`config.mk`:
```
export PLATFORM = sky130hd
export DESIGN_NAME = iapfc_ctrl
export DESIGN_NICKNAME = d
export VERILOG_FILES = /design/src/iapfc_pkg.sv /design/src/iapfc_wbuf.sv /design/src/iapfc_ctrl.sv
export SDC_FILE = /design/constraint.sdc
export NUM_CORES = 1
export LEC_CHECK = 0
export ABC_CLOCK_PERIOD_IN_PS = 9400
export BUFFER_PORTS_ARGS = -buffer_cell sky130_fd_sc_hd__buf_2
export CAP_MARGIN = 20
export CORE_AREA = 2 2 166 331
export CTS_CLUSTER_DIAMETER = 100
export CTS_CLUSTER_SIZE = 10
export DETAILED_ROUTE_END_ITERATION = 8
export DIE_AREA = 0 0 168 333
export PLACE_DENSITY = 0.85
export REMOVE_ABC_BUFFERS = 1
export SLEW_MARGIN = 40
export SYNTH_ARGS = -nofsm -noshare
export SYNTH_HDL_FRONTEND = slang
export SYNTH_SLANG_ARGS = --single-unit
```
`constraint.sdc`:
```
create_clock -name clk_sys -period 9.4 [get_ports clk_sys]
set_clock_uncertainty 0.1 [all_clocks]
set_input_delay 0.47 -clock clk_sys [delete_from_list [all_inputs] [get_ports clk_sys]]
set_output_delay 0.47 -clock clk_sys [all_outputs]
set_load 0.02 [all_outputs]
```
`src/iapfc_pkg.sv`:
```
// Shared constants and types for the flash programming controller
package iapfc_pkg;

  localparam int unsigned ADDR_W = 8;

  // Register byte offsets, one aligned word each
  localparam logic [7:0] OFF_MODE_CTRL = 8'h00;
  localparam logic [7:0] OFF_KEY       = 8'h04;
  localparam logic [7:0] OFF_TBC       = 8'h08;
  localparam logic [7:0] OFF_ADDR_LO   = 8'h0C;
  localparam logic [7:0] OFF_ADDR_HI   = 8'h10;
  localparam logic [7:0] OFF_DATA_BASE = 8'h14;
  localparam logic [7:0] OFF_DATA_LAST = 8'h30;

  localparam logic [7:0] RST_BYTE      = 8'h00;
  localparam logic [7:0] CHIP_KEY_VAL  = 8'h55;

  // Field positions of mode_control and program_time_and_buffer_control
  localparam int unsigned BIT_EN     = 7;
  localparam int unsigned MODE_HI    = 6;
  localparam int unsigned MODE_LO    = 4;
  localparam int unsigned BIT_UNLOCK = 3;
  localparam int unsigned BIT_WT     = 2;
  localparam int unsigned BIT_RDEN   = 1;
  localparam int unsigned BIT_RD     = 0;
  localparam int unsigned BIT_TSEL   = 1;
  localparam int unsigned BIT_CLR    = 0;

  typedef enum logic [2:0] {
    MODE_WRITE  = 3'b000,
    MODE_ERASE  = 3'b001,
    MODE_READ   = 3'b011,
    MODE_UNLOCK = 3'b110
  } iapfc_mode_t;

  typedef enum logic [2:0] {
    ST_IDLE  = 3'b000,
    ST_CLEAR = 3'b001,
    ST_READ  = 3'b010,
    ST_PROG  = 3'b011,
    ST_TIME  = 3'b100
  } iapfc_state_t;

  // Unlock pattern for word1 low, word1 high, word2 low, word2 high, word3 low, word3 high
  localparam logic [7:0] UNLOCK_PAT [0:5] = '{8'h00, 8'h04, 8'h0D, 8'h09, 8'hC3, 8'h40};

  // Erase and write durations counted in sub-clock periods, least times rounded up
  localparam int unsigned SUB_HZ       = 32768;
  localparam int unsigned ERASE_T0_US  = 3200;
  localparam int unsigned WRITE_T0_US  = 2200;
  localparam int unsigned ERASE_T1_US  = 3700;
  localparam int unsigned WRITE_T1_US  = 3000;
  localparam logic [7:0]  ERASE_T0_TICKS = 8'((ERASE_T0_US * SUB_HZ + 999999) / 1000000);
  localparam logic [7:0]  WRITE_T0_TICKS = 8'((WRITE_T0_US * SUB_HZ + 999999) / 1000000);
  localparam logic [7:0]  ERASE_T1_TICKS = 8'((ERASE_T1_US * SUB_HZ + 999999) / 1000000);
  localparam logic [7:0]  WRITE_T1_TICKS = 8'((WRITE_T1_US * SUB_HZ + 999999) / 1000000);

  localparam int unsigned UNLOCK_TIMER_CYCLES = 1024;
  localparam int unsigned BUF_DEPTH = 32;
  localparam int unsigned BUF_WIDTH = 16;

  localparam logic [1:0] RESP_OKAY   = 2'b00;
  localparam logic [1:0] RESP_SLVERR = 2'b10;

endpackage : iapfc_pkg

```
`src/iapfc_wbuf.sv`:
```
// Page write buffer: data array plus resettable tag bits, registered read
`timescale 1ns/1ps
`default_nettype none
module iapfc_wbuf #(
  parameter int unsigned DEPTH = 32,
  parameter int unsigned WIDTH = 16,
  localparam int unsigned AW   = $clog2(DEPTH)
) (
  input  wire logic             clk_sys,
  input  wire logic             rst,
  input  wire logic             we,
  input  wire logic [AW-1:0]    waddr,
  input  wire logic [WIDTH-1:0] wdata,
  input  wire logic             wtag,
  input  wire logic [AW-1:0]    raddr,
  output logic      [WIDTH-1:0] rdata,
  output logic                  rtag
);
  logic [WIDTH-1:0] mem_q [DEPTH];
  logic [DEPTH-1:0] tag_q;

  always_ff @(posedge clk_sys)
  begin
    if (we)
      mem_q[waddr] <= wdata;
  end

  // Tags reset so an unfilled entry never reaches the flash
  always_ff @(posedge clk_sys or posedge rst)
  begin
    if (rst)
    begin
      tag_q <= '0;
      rdata <= '0;
      rtag  <= 1'b0;
    end
    else
    begin
      if (we)
        tag_q[waddr] <= wtag;
      rdata <= mem_q[raddr];
      rtag  <= tag_q[raddr];
    end
  end
endmodule : iapfc_wbuf
`default_nettype wire

```
`src/iapfc_ctrl.sv`:
```
// Flash programming controller top: AXI4-Lite registers and operation sequencer
`timescale 1ns/1ps
`default_nettype none
module iapfc_ctrl #(
  parameter int unsigned UNLOCK_CYCLES = iapfc_pkg::UNLOCK_TIMER_CYCLES
) (
  input  wire logic                        clk_sys,
  input  wire logic                        rst,
  input  wire logic [iapfc_pkg::ADDR_W-1:0] s_axi_awaddr,
  input  wire logic                        s_axi_awvalid,
  output logic                             s_axi_awready,
  input  wire logic [31:0]                 s_axi_wdata,
  input  wire logic [3:0]                  s_axi_wstrb,
  input  wire logic                        s_axi_wvalid,
  output logic                             s_axi_wready,
  output logic      [1:0]                  s_axi_bresp,
  output logic                             s_axi_bvalid,
  input  wire logic                        s_axi_bready,
  input  wire logic [iapfc_pkg::ADDR_W-1:0] s_axi_araddr,
  input  wire logic                        s_axi_arvalid,
  output logic                             s_axi_arready,
  output logic      [31:0]                 s_axi_rdata,
  output logic      [1:0]                  s_axi_rresp,
  output logic                             s_axi_rvalid,
  input  wire logic                        s_axi_rready,
  input  wire logic                        sub_clk,
  output logic                             cpu_stall,
  output logic                             chip_reset,
  output logic                             flash_rd_req,
  input  wire logic                        flash_rd_ack,
  input  wire logic [15:0]                 flash_rd_data,
  output logic                             flash_busy,
  output logic                             flash_erase,
  output logic      [12:0]                 flash_addr,
  output logic      [15:0]                 flash_wdata,
  output logic                             flash_wstrobe
);
  import iapfc_pkg::*;

  logic              aw_hold_q, w_hold_q, wlane_q;
  logic [ADDR_W-1:0] awaddr_q;
  logic [7:0]        wbyte_q;
  logic [2:0]        mode_q;
  logic              en_q, unl_q, wt_q, rden_q, rd_q, tsel_q, clr_q;
  logic [7:0]        key_q;
  logic [12:0]       addr_q;
  logic [7:0]        dat_q [0:7];
  iapfc_state_t      state_q, state_d;
  logic [5:0]        idx_q;
  logic [7:0]        tgt_q, tick_q;
  logic              sub_prev_q;
  logic [15:0]       tmr_q;
  logic [5:0]        seen_q;
  logic [15:0]       buf_rdata;
  logic              buf_rtag;

  // Write channel capture; address and data may arrive in either order
  wire aw_take   = s_axi_awvalid & s_axi_awready;
  wire w_take    = s_axi_wvalid & s_axi_wready;
  wire do_write  = aw_hold_q & w_hold_q & ~s_axi_bvalid;
  wire aw_hold_d = (aw_hold_q | aw_take) & ~do_write;
  wire w_hold_d  = (w_hold_q | w_take) & ~do_write;
  wire ar_take   = s_axi_arvalid & s_axi_arready;
  wire rvalid_d  = ar_take | (s_axi_rvalid & ~s_axi_rready);

  wire [ADDR_W-1:0] wa = {awaddr_q[ADDR_W-1:2], 2'b00};
  wire [ADDR_W-1:0] ra = {s_axi_araddr[ADDR_W-1:2], 2'b00};
  wire [7:0]        wd = wbyte_q;
  wire              wr_ok = do_write & wlane_q;

  wire hit_mode = (wa == OFF_MODE_CTRL);
  wire hit_key  = (wa == OFF_KEY);
  wire hit_tbc  = (wa == OFF_TBC);
  wire hit_alo  = (wa == OFF_ADDR_LO);
  wire hit_ahi  = (wa == OFF_ADDR_HI);
  wire hit_data = (wa >= OFF_DATA_BASE) && (wa <= OFF_DATA_LAST);
  wire w_mapped = hit_mode | hit_key | hit_tbc | hit_alo | hit_ahi | hit_data;
  wire [2:0] w_didx = 3'((wa - OFF_DATA_BASE) >> 2);

  wire r_data   = (ra >= OFF_DATA_BASE) && (ra <= OFF_DATA_LAST);
  wire [2:0] r_didx = 3'((ra - OFF_DATA_BASE) >> 2);
  wire [7:0] ctrl_byte = {en_q, mode_q, unl_q, wt_q, rden_q, rd_q};
  wire [7:0] tbc_byte  = {6'h00, tsel_q, clr_q};
  wire [7:0] ahi_byte  = {3'b000, addr_q[12:8]};
  wire r_mapped = (ra == OFF_MODE_CTRL) || (ra == OFF_KEY) || (ra == OFF_TBC) ||
                  (ra == OFF_ADDR_LO) || (ra == OFF_ADDR_HI) || r_data;
  wire [7:0] reg_rd = (ra == OFF_MODE_CTRL) ? ctrl_byte :
                      (ra == OFF_KEY)       ? key_q :
                      (ra == OFF_TBC)       ? tbc_byte :
                      (ra == OFF_ADDR_LO)   ? addr_q[7:0] :
                      (ra == OFF_ADDR_HI)   ? ahi_byte :
                      r_data                ? dat_q[r_didx] : RST_BYTE;

  // Initiate bits are only taken while nothing runs or is pending
  wire idle    = (state_q == ST_IDLE);
  wire quiet   = idle & ~wt_q & ~rd_q & ~clr_q & ~unl_q;
  wire wm      = wr_ok & hit_mode;
  wire [2:0] wmode = wd[MODE_HI:MODE_LO];
  wire all3    = wd[BIT_WT] & wd[BIT_RDEN] & wd[BIT_RD];
  wire wt_mode = (wmode == MODE_WRITE) || (wmode == MODE_ERASE);
  wire set_wt  = wm & wd[BIT_WT] & ~all3 & quiet & en_q & wt_mode;
  wire set_rd  = wm & wd[BIT_RD] & ~all3 & quiet & rden_q & (wmode == MODE_READ);
  wire set_unl = wm & wd[BIT_UNLOCK] & quiet & (wmode == MODE_UNLOCK);
  wire set_clr = wr_ok & hit_tbc & wd[BIT_CLR] & quiet;

  wire sub_rise  = sub_clk & ~sub_prev_q;
  wire time_done = (state_q == ST_TIME) && (tick_q == tgt_q);
  wire wt_clr    = time_done;
  wire rd_clr    = (state_q == ST_READ) && flash_rd_ack;
  wire clr_done  = (state_q == ST_CLEAR) && (idx_q[4:0] == 5'h1F);
  wire start_op  = idle && (state_d == ST_PROG);

  // Unlock procedure timer and pattern check
  wire unl_expire = unl_q && (tmr_q == 16'(UNLOCK_CYCLES - 1));
  wire pat_ok = (&seen_q) &&
                (dat_q[2] == UNLOCK_PAT[0]) && (dat_q[3] == UNLOCK_PAT[1]) &&
                (dat_q[4] == UNLOCK_PAT[2]) && (dat_q[5] == UNLOCK_PAT[3]) &&
                (dat_q[6] == UNLOCK_PAT[4]) && (dat_q[7] == UNLOCK_PAT[5]);
  wire en_set = unl_expire & pat_ok;
  wire en_clr = wm & ~wd[BIT_EN];

  // Buffer port: clearing walks all entries, otherwise a high byte write loads a word
  wire       load_word = wr_ok & hit_data & (w_didx == 3'd1) & idle & en_q;
  wire       in_clear  = (state_q == ST_CLEAR);
  wire       buf_we    = in_clear | load_word;
  wire [4:0] buf_waddr = in_clear ? idx_q[4:0] : addr_q[4:0];
  wire [15:0] buf_wdata = in_clear ? 16'h0000 : {wd, dat_q[0]};
  wire       addr_step = load_word & (addr_q[4:0] != 5'h1F);
  wire       data_wr   = wr_ok & hit_data & idle;

  wire [7:0] tgt_sel = (mode_q == MODE_ERASE) ?
                       (tsel_q ? ERASE_T1_TICKS : ERASE_T0_TICKS) :
                       (tsel_q ? WRITE_T1_TICKS : WRITE_T0_TICKS);
  wire running_d = (state_d == ST_READ) || (state_d == ST_PROG) || (state_d == ST_TIME);

  always_comb
  begin
    state_d = state_q;
    case (state_q)
      ST_IDLE:
        if (clr_q)
          state_d = ST_CLEAR;
        else if (wt_q)
          state_d = ST_PROG;
        else if (rd_q)
          state_d = ST_READ;
      ST_CLEAR:
        if (idx_q[4:0] == 5'h1F)
          state_d = ST_IDLE;
      ST_READ:
        if (flash_rd_ack)
          state_d = ST_IDLE;
      ST_PROG:
        if (idx_q == 6'h20)
          state_d = ST_TIME;
      ST_TIME:
        if (time_done)
          state_d = ST_CLEAR;
      default:
        state_d = ST_IDLE;
    endcase
  end

  // Bus handshakes
  always_ff @(posedge clk_sys or posedge rst)
  begin
    if (rst)
    begin
      aw_hold_q     <= 1'b0;
      w_hold_q      <= 1'b0;
      awaddr_q      <= '0;
      wbyte_q       <= RST_BYTE;
      wlane_q       <= 1'b0;
      s_axi_awready <= 1'b0;
      s_axi_wready  <= 1'b0;
      s_axi_bvalid  <= 1'b0;
      s_axi_bresp   <= RESP_OKAY;
      s_axi_arready <= 1'b0;
      s_axi_rvalid  <= 1'b0;
      s_axi_rdata   <= 32'h0000_0000;
      s_axi_rresp   <= RESP_OKAY;
    end
    else
    begin
      aw_hold_q     <= aw_hold_d;
      w_hold_q      <= w_hold_d;
      s_axi_awready <= ~aw_hold_d;
      s_axi_wready  <= ~w_hold_d;
      if (aw_take)
        awaddr_q <= s_axi_awaddr;
      if (w_take)
      begin
        wbyte_q <= s_axi_wdata[7:0];
        wlane_q <= s_axi_wstrb[0];
      end
      if (do_write)
      begin
        s_axi_bvalid <= 1'b1;
        s_axi_bresp  <= w_mapped ? RESP_OKAY : RESP_SLVERR;
      end
      else if (s_axi_bready)
        s_axi_bvalid <= 1'b0;
      s_axi_rvalid  <= rvalid_d;
      s_axi_arready <= ~rvalid_d;
      if (ar_take)
      begin
        s_axi_rdata <= {24'h000000, reg_rd};
        s_axi_rresp <= r_mapped ? RESP_OKAY : RESP_SLVERR;
      end
    end
  end

  // Control and status bits; a hardware set always wins over a clear
  always_ff @(posedge clk_sys or posedge rst)
  begin
    if (rst)
    begin
      mode_q <= 3'b000;
      en_q   <= 1'b0;
      unl_q  <= 1'b0;
      wt_q   <= 1'b0;
      rden_q <= 1'b0;
      rd_q   <= 1'b0;
      tsel_q <= 1'b0;
      clr_q  <= 1'b0;
      key_q  <= RST_BYTE;
      tmr_q  <= 16'h0000;
      seen_q <= 6'h00;
    end
    else
    begin
      if (wm)
      begin
        mode_q <= wmode;
        rden_q <= wd[BIT_RDEN];
      end
      en_q  <= en_set | (en_q & ~en_clr);
      unl_q <= set_unl | (unl_q & ~unl_expire);
      wt_q  <= set_wt | (wt_q & ~wt_clr);
      rd_q  <= set_rd | (rd_q & ~rd_clr);
      clr_q <= set_clr | (clr_q & ~clr_done);
      if (wr_ok && hit_tbc && quiet)
        tsel_q <= wd[BIT_TSEL];
      if (wr_ok && hit_key)
        key_q <= wd;
      tmr_q <= unl_q ? 16'(tmr_q + 16'h0001) : 16'h0000;
      if (set_unl)
        seen_q <= 6'h00;
      else if (unl_q && data_wr && (w_didx >= 3'd2))
        seen_q[3'(w_didx - 3'd2)] <= 1'b1;
    end
  end

  // Address pair and data byte registers
  always_ff @(posedge clk_sys or posedge rst)
  begin
    if (rst)
    begin
      addr_q <= 13'h0000;
      for (int i = 0; i < 8; i++)
        dat_q[i] <= RST_BYTE;
    end
    else
    begin
      if (wr_ok && hit_alo && idle)
        addr_q[7:0] <= wd;
      else if (wr_ok && hit_ahi && idle)
        addr_q[12:8] <= wd[4:0];
      else if (addr_step)
        addr_q <= 13'(addr_q + 13'h0001);
      if (data_wr)
        dat_q[w_didx] <= wd;
      else if (rd_clr)
      begin
        dat_q[0] <= flash_rd_data[7:0];
        dat_q[1] <= flash_rd_data[15:8];
      end
    end
  end

  // Sequencer: page walk, timed busy, then the buffer is cleared again
  always_ff @(posedge clk_sys or posedge rst)
  begin
    if (rst)
    begin
      state_q    <= ST_IDLE;
      idx_q      <= 6'h00;
      tgt_q      <= 8'h00;
      tick_q     <= 8'h00;
      sub_prev_q <= 1'b0;
    end
    else
    begin
      state_q    <= state_d;
      sub_prev_q <= sub_clk;
      if (state_d != state_q)
        idx_q <= 6'h00;
      else if (in_clear || (state_q == ST_PROG))
        idx_q <= 6'(idx_q + 6'h01);
      if (start_op)
        tgt_q <= tgt_sel;
      if (state_q != ST_TIME)
        tick_q <= 8'h00;
      else if (sub_rise)
        tick_q <= 8'(tick_q + 8'h01);
    end
  end

  // Outputs toward the CPU, chip reset logic and flash array
  always_ff @(posedge clk_sys or posedge rst)
  begin
    if (rst)
    begin
      cpu_stall     <= 1'b0;
      chip_reset    <= 1'b0;
      flash_rd_req  <= 1'b0;
      flash_busy    <= 1'b0;
      flash_erase   <= 1'b0;
      flash_addr    <= 13'h0000;
      flash_wdata   <= 16'h0000;
      flash_wstrobe <= 1'b0;
    end
    else
    begin
      cpu_stall     <= running_d;
      chip_reset    <= wr_ok & hit_key & (wd == CHIP_KEY_VAL);
      flash_rd_req  <= (state_d == ST_READ);
      flash_busy    <= (state_d == ST_PROG) || (state_d == ST_TIME);
      if (start_op)
        flash_erase <= (mode_q == MODE_ERASE);
      else if (time_done)
        flash_erase <= 1'b0;
      flash_addr    <= (state_q == ST_PROG) ?
                       {addr_q[12:5], 5'(idx_q[4:0] - 5'h01)} : addr_q;
      flash_wdata   <= buf_rdata;
      // Only tagged entries reach the array; this is also how erase picks its words
      flash_wstrobe <= (state_q == ST_PROG) && (idx_q != 6'h00) && buf_rtag;
    end
  end

  iapfc_wbuf #(
    .DEPTH (BUF_DEPTH),
    .WIDTH (BUF_WIDTH)
  ) u_wbuf (
    .clk_sys (clk_sys),
    .rst     (rst),
    .we      (buf_we),
    .waddr   (buf_waddr),
    .wdata   (buf_wdata),
    .wtag    (~in_clear),
    .raddr   (idx_q[4:0]),
    .rdata   (buf_rdata),
    .rtag    (buf_rtag)
  );
endmodule : iapfc_ctrl
`default_nettype wire

```
Yosys cells after proc, flatten, opt, wreduce, memory -nomap -nowiden
Memory sizes are Yosys's and may differ from the RTL's. A register that Yosys moved wholly into a read port is not among the register bits.
Cells that the tools add are included.
Word-level totals
  memories kept: 1
  register bits after elaboration: 247
  memory bits (read-only): 0
  bits in latches: 0
  logic and storage cells: 298
  RAM bits: 512
Cells by class
  add/sub/neg operators: 8
  shift-type cells: 0
  divide/modulo/power cells: 0
  reductions and logical operators: 54
  muxes and demuxes: 54
  equality and inequality tests: 34
  bitwise logic cells: 85
  multipliers: 0
  magnitude comparators: 13
Memories
  u_wbuf.mem_q: words 32, width 16, read ports 1, clocked after memory_dff 1, write ports 1, RTL line iapfc_wbuf.sv:19  | logic [WIDTH-1:0] mem_q [DEPTH];
Operator list (number)
  $mux W8: 13
  $bwmux W64: 1
  $mux W16: 4
  $and A1 B1 Y1: 48
  $mux W6: 6
  $bwmux W32: 1
  $logic_and A1 B1 Y1: 27
  $bmux W8 S3: 1
  $demux W8 S3: 1
  $eq A6 B2 Y1 const B: 4
  $logic_not A8 Y1: 3
  $mux W3: 7
  $mux W5: 4
  $not A1 Y1: 20
  $add A16 B1 Y16 const B: 1
  $eq A16 B10 Y1 const B: 1
  $eq A8 B4 Y1 const B: 2
  $eq A8 B7 Y1 const B: 2
  $ge A8 B5 Y1 const B: 2
  $le A8 B6 Y1 const B: 2
  $reduce_bool A2 Y1: 8
  $eq A3 B2 Y1 const B: 5
  $pmux W3 S5: 1
  $or A1 B1 Y1: 14
  other kinds (39): 70

Depth between registers and ports, before layout
  depth in word-level cells: 11
  depth in mapped cells: 11
  depth with buffers taken out: 8

By module
From an unflattened synthesis, not the netlist that was laid out.
Second synthesis, totals
  cell total of the unflattened synthesis: 2157
  area, all modules: 32184.6 µm²
Modules (own cells, without submodules)
  iapfc_wbuf: area an instance 22102.4 µm², times used 1, seq. area each 16600.9 µm², cells an instance 1248
  iapfc_ctrl: area an instance 10082.2 µm², times used 1, seq. area each 5205.0 µm², cells an instance 909

Worst setup path before layout
OpenSTA, ideal clock, no wires.
  path type: register -> register
  start: reg awaddr_q[2]
  end: mem u_wbuf.mem_q[18][0] (enable)
  clock period less this slack: 3.624 ns
  stages on the path, launching flop included: 9
  arrival: 3.136 ns
  library setup time: 0.388 ns
  path buffers: 1
  setup slack: 5.776 ns
  cell sequence: dfrtp_1 > inv_1 > ha_1 > clkbuf_1 > nor3b_1 > o2111ai_1 > nor4_2 > nor2_2 > nor2_1
Between the ends
  word-level cells in the longest chain between the ends: 9
  elaborated cells on any way between the ends: 12
  classes of those cells: add/sub (1); order compare (2); eq/ne (1); mux (2); bitwise (5); reduce/logical (1)
Ends and longest elaborated chain
  start: declaration: RTL line iapfc_ctrl.sv:41  | logic [ADDR_W-1:0] awaddr_q;
  start signal: assignment: RTL line iapfc_ctrl.sv:190  | awaddr_q <= s_axi_awaddr;
  $ge A8 B5 Y1 or $le A8 B6 Y1 (tied branches): RTL line iapfc_ctrl.sv:76  | wire hit_data = (wa >= OFF_DATA_BASE) && (wa <= OFF_DATA_LAST);
  $logic_and A1 B1 Y1: RTL line iapfc_ctrl.sv:76
  $and A1 B1 Y1: RTL line iapfc_ctrl.sv:123  | wire load_word = wr_ok & hit_data & (w_didx == 3'd1) & idle & en_q;
  $and A1 B1 Y1 * (3 in series): RTL line iapfc_ctrl.sv:123
  $or A1 B1 Y1 *: RTL line iapfc_ctrl.sv:125  | wire buf_we = in_clear | load_word;
  $mux W1 *: RTL line iapfc_wbuf.sv:24  | if (we)
  $mux W1 (not written as such) *: RTL line iapfc_wbuf.sv:25  | mem_q[waddr] <= wdata;
  end: declaration: RTL line iapfc_wbuf.sv:19
Every way passes the cells marked *; elsewhere a longest branch is shown, timed or not.

Worst setup path in the final report
  start: reg awaddr_q[2]
  end: mem u_wbuf.mem_q[11][2] (enable)
Same word-level chain as after synthesis.

==> reports/qor.yml <==
yosys:
  yosysTopAreaCellShare_pct: 48.3
  synthArstFlopShare_pct: 33.4
  synth_flop_cell: "edfxtp_1"
  yosysUniqueCellTypes: 62
  synth_area_leaders: "edfxtp_1 (48%), dfrtp_1 (20%), mux4_2 (13%), mux2_2 (3.4%), a21oi_1 (1.3%)"
  yosysTopAreaCell: "edfxtp_1"
  synthCells: 1865
  synth_warnings: 0
  syn_area_um2: 31800
  synth_edf_count: 512
  yosysSeqAreaShare_pct: 68.6
  avgSynthCellArea_um2: 17.1
  yosys_register_bits: 769
clock_tree:
  cts_setup_buffers: 0
  cts-root-buf: "clkbuf_16"
  numCtsBuffers: 86
  htreeDepth: 3
  clkSlewWorstSetupHoldPaths_ns: 0.05
  clock_sinks: 769
  tritoncts: "yes"
  clock_path_buffers: 3
  clk-insertion-delay-late_ns: 0.63
  ctsResizeCount: 0
worst_setup_path:
  worstRegToRegCells: 8
  cp.required_ns: 9.61
  end_kind: "register"
  r2r_slack_ns: 4.89
  rr_startpoint: "awaddr_q[2]"
  path_max_fanout: 9
  arrival_ns: 4.72
  start_kind: "register"
  reg2reg_to: "u_wbuf.mem_q[11][2]"
  path_class: "reg -> reg"
place:
  portBuffers: 95
  hpwl_um: 50100
  place_congestion: 0.952
floorplan:
  design.core.area_um2: 53300
  start_util_pct: 59.7
  dieHeight_um: 333
  num_io_pins: 153
  placementRows: 120
  fp.dieW_um: 168
  die_area_um2: 55900
pwr:
  finalPower_w: 0.0102
  p_leak_nw: 13.5
  power-per-cell-area_nw_per_um2: 283
  max-vdd-ir-drop_v: 0.000284
sta:
  rsz0062_at_grt: "false"
  slew_headroom_pct: 38.8
  tns_ns: 0
  final-hold-violation-count: 0
  setup_viol: 0
  finalCritPeriodShare_pct: 48.0
  max_slew.worst_pin.slew_ns: 0.914
  min_period_ns: 4.51
  max_freq_mhz: 222
  slew_violations: 0
routing:
  drt_iter0_markers: 1623
  vias_per_cell: 6.66
  ant_nets: 0
  wirelength_um: 81300
  wl_per_cell_um: 29.3
  num_vias: 18454
  remaining_drc_errors: 0
  first_pass_iters: 6
min_path:
  hp-start: "flash_rd_data[2]"
  hold_depth: 3
  whs_endpoint: "dat_q[58]"
  min_path_type: "in -> reg"
global_routing:
  grt_usage_pct: 29.9
  grt_max_degree: 136
  grt_pass1_wl_um: 122000
  antenna_found_initial: 0
  grt-ovfl-total: 0
  grt_pass1_vias: 19705
finish:
  final_common_cell: "edfxtp_1"
  area_growth_syn_to_layout_pct: 13.2
  drive_gt1_share_pct: 27.2
  final_cell_mix: "edfxtp_1 (512), dfrtp_1 (252), mux4_2 (186)"
  nNetsFinal: 2132
  insertedDiodeCount: 0
job:
  maxCapViolations: 0
run_status:
  status: "finished clean"
==> critical path: stages (launching register included) <==
cell,delay (ns)
dfrtp_1,0.56
inv_1,0.23
ha_1,0.35
nor3b_1,0.50
o2111ai_2,0.35
nor3_1,0.77
nor2_1,0.42
nor2_2,0.58
buf_4,0.32
==> worst max-delay path by stage <==
| stage | startpoint | to | slack, ns | cells past startpoint |
|---|---|---|---|---|
| 2_1_floorplan | idx_q[0] | u_wbuf.mem_q[17][0] | 1.51 | 4 |
| 3_3_place_gp | idx_q[0] | u_wbuf.rdata[13] | 4.61 | 6 |
| 3_5_place_dp | awaddr_q[2] | u_wbuf.mem_q[9][6] | 4.67 | 8 |
| 4_1_cts | awaddr_q[2] | u_wbuf.mem_q[9][2] | 4.60 | 8 |
| 5_1_grt | awaddr_q[2] | u_wbuf.mem_q[11][2] | 4.77 | 8 |
| 6_report | awaddr_q[2] | u_wbuf.mem_q[11][2] | 4.89 | 8 |
==> cells by family after synthesis <==
group	Yosys count	synth area share, %
compound gates	210	3.97
xor+xnor	41	1.13
fa+ha+maj	16	0.629
buf+inv	149	2.13
flops	769	68.6
mux	297	17.0
other cells	1	0.0118
simple gates	382	6.52
==> layer usage <==
metal	GRT usage, %	vias to the layer above	share of wire, %	wire length, µm
met5	0	-	0	0
met4	17.6	0	6.6	5340
met3	4.99	325	6.9	5610
met2	54.5	1079	55	44500
met1	32.5	9459	32	25800
li1	-	7591	-	-
==> Yosys cell counts, types with 4 or more instances <==
| master | number |
|---|---|
| xor2_1 | 13 |
| or2_2 | 4 |
| nor2_1 | 91 |
| o31ai_1 | 5 |
| nor4_1 | 9 |
| nor4b_1 | 10 |
| nor3_1 | 22 |
| a21oi_1 | 81 |
| and3_1 | 7 |
| nor3b_1 | 5 |
| a21boi_0 | 6 |
| mux2_2 | 97 |
| clkbuf_1 | 69 |
| nor4bb_1 | 5 |
| nand3_1 | 30 |
| inv_1 | 28 |
| a22o_1 | 9 |
| nor2b_1 | 6 |
| and2_1 | 40 |
| and4_1 | 5 |
| o211ai_1 | 5 |
| nand2b_1 | 10 |
| dfrtp_1 | 257 |
| nand3b_1 | 5 |
| nand2_1 | 76 |
| nand4_1 | 25 |
| edfxtp_1 | 512 |
| buf_4 | 26 |
| buf_2 | 16 |
| xnor2_1 | 28 |
| a2bb2oi_1 | 20 |
| or3_1 | 11 |
| ha_1 | 16 |
| mux4_2 | 186 |
| mux2i_1 | 14 |
| buf_1 | 10 |
| o21ai_0 | 64 |
==> repair_timing <==
| item | 4_1_cts | 5_1_grt |
|---|---|---|
| hold buffers | 33 | 0 |
| endpoints found under the hold margin | 155 | 0 |
| setup endpoints to repair | 0 | 0 |
==> cell type report <==
class	instances	area, µm²
Clock buffer	147	2470
Clock inverter	3	33.8
Fill cell	3254	17300
Inverter	28	118
Multi-Input combinational cell	972	9490
Sequential cell	769	21800
Tap cell	671	840
Timing Repair Buffer	182	1240
==> registers in the layout, summed over array words and instances, names as in the netlist, 13 cells and up <==
name	count
u_wbuf.mem_q	512
dat_q	64
u_wbuf.tag_q	32
flash_wdata	16
tmr_q	16
u_wbuf.rdata	16
addr_q	13
flash_addr	13
==> through the flow <==
| stage | hold WS (ns) | cell area [µm²] | cells | worst slack [ns] | util, % |
|---|---|---|---|---|---|
| after global placement | 0.236 | 33100 | 2586 | 4.61 | 62.0 |
| after CTS | 0.00506 | 35900 | 2770 | 4.60 | 67.4 |
| after global routing | 0.0241 | 36000 | 2772 | 4.77 | 67.6 |
| after detailed placement | 0.237 | 33100 | 2587 | 4.67 | 62.1 |
| final | 0.0321 | 36000 | 2772 | 4.89 | 67.6 |
| after floorplan | 0.231 | 31300 | 1769 | 1.51 | - |
==> report_power, final <==
part	switching [W]	leakage [nW]	total, W	internal (W)
Combinational	0.00137	4.01	0.00246	0.00109
Clock	0.00128	1.19	0.00305	0.00177
Sequential	0.000440	8.29	0.00469	0.00425
Total	0.00309	13.5	0.0102	0.00711
Note: power is estimated with default switching activity, not from simulation.
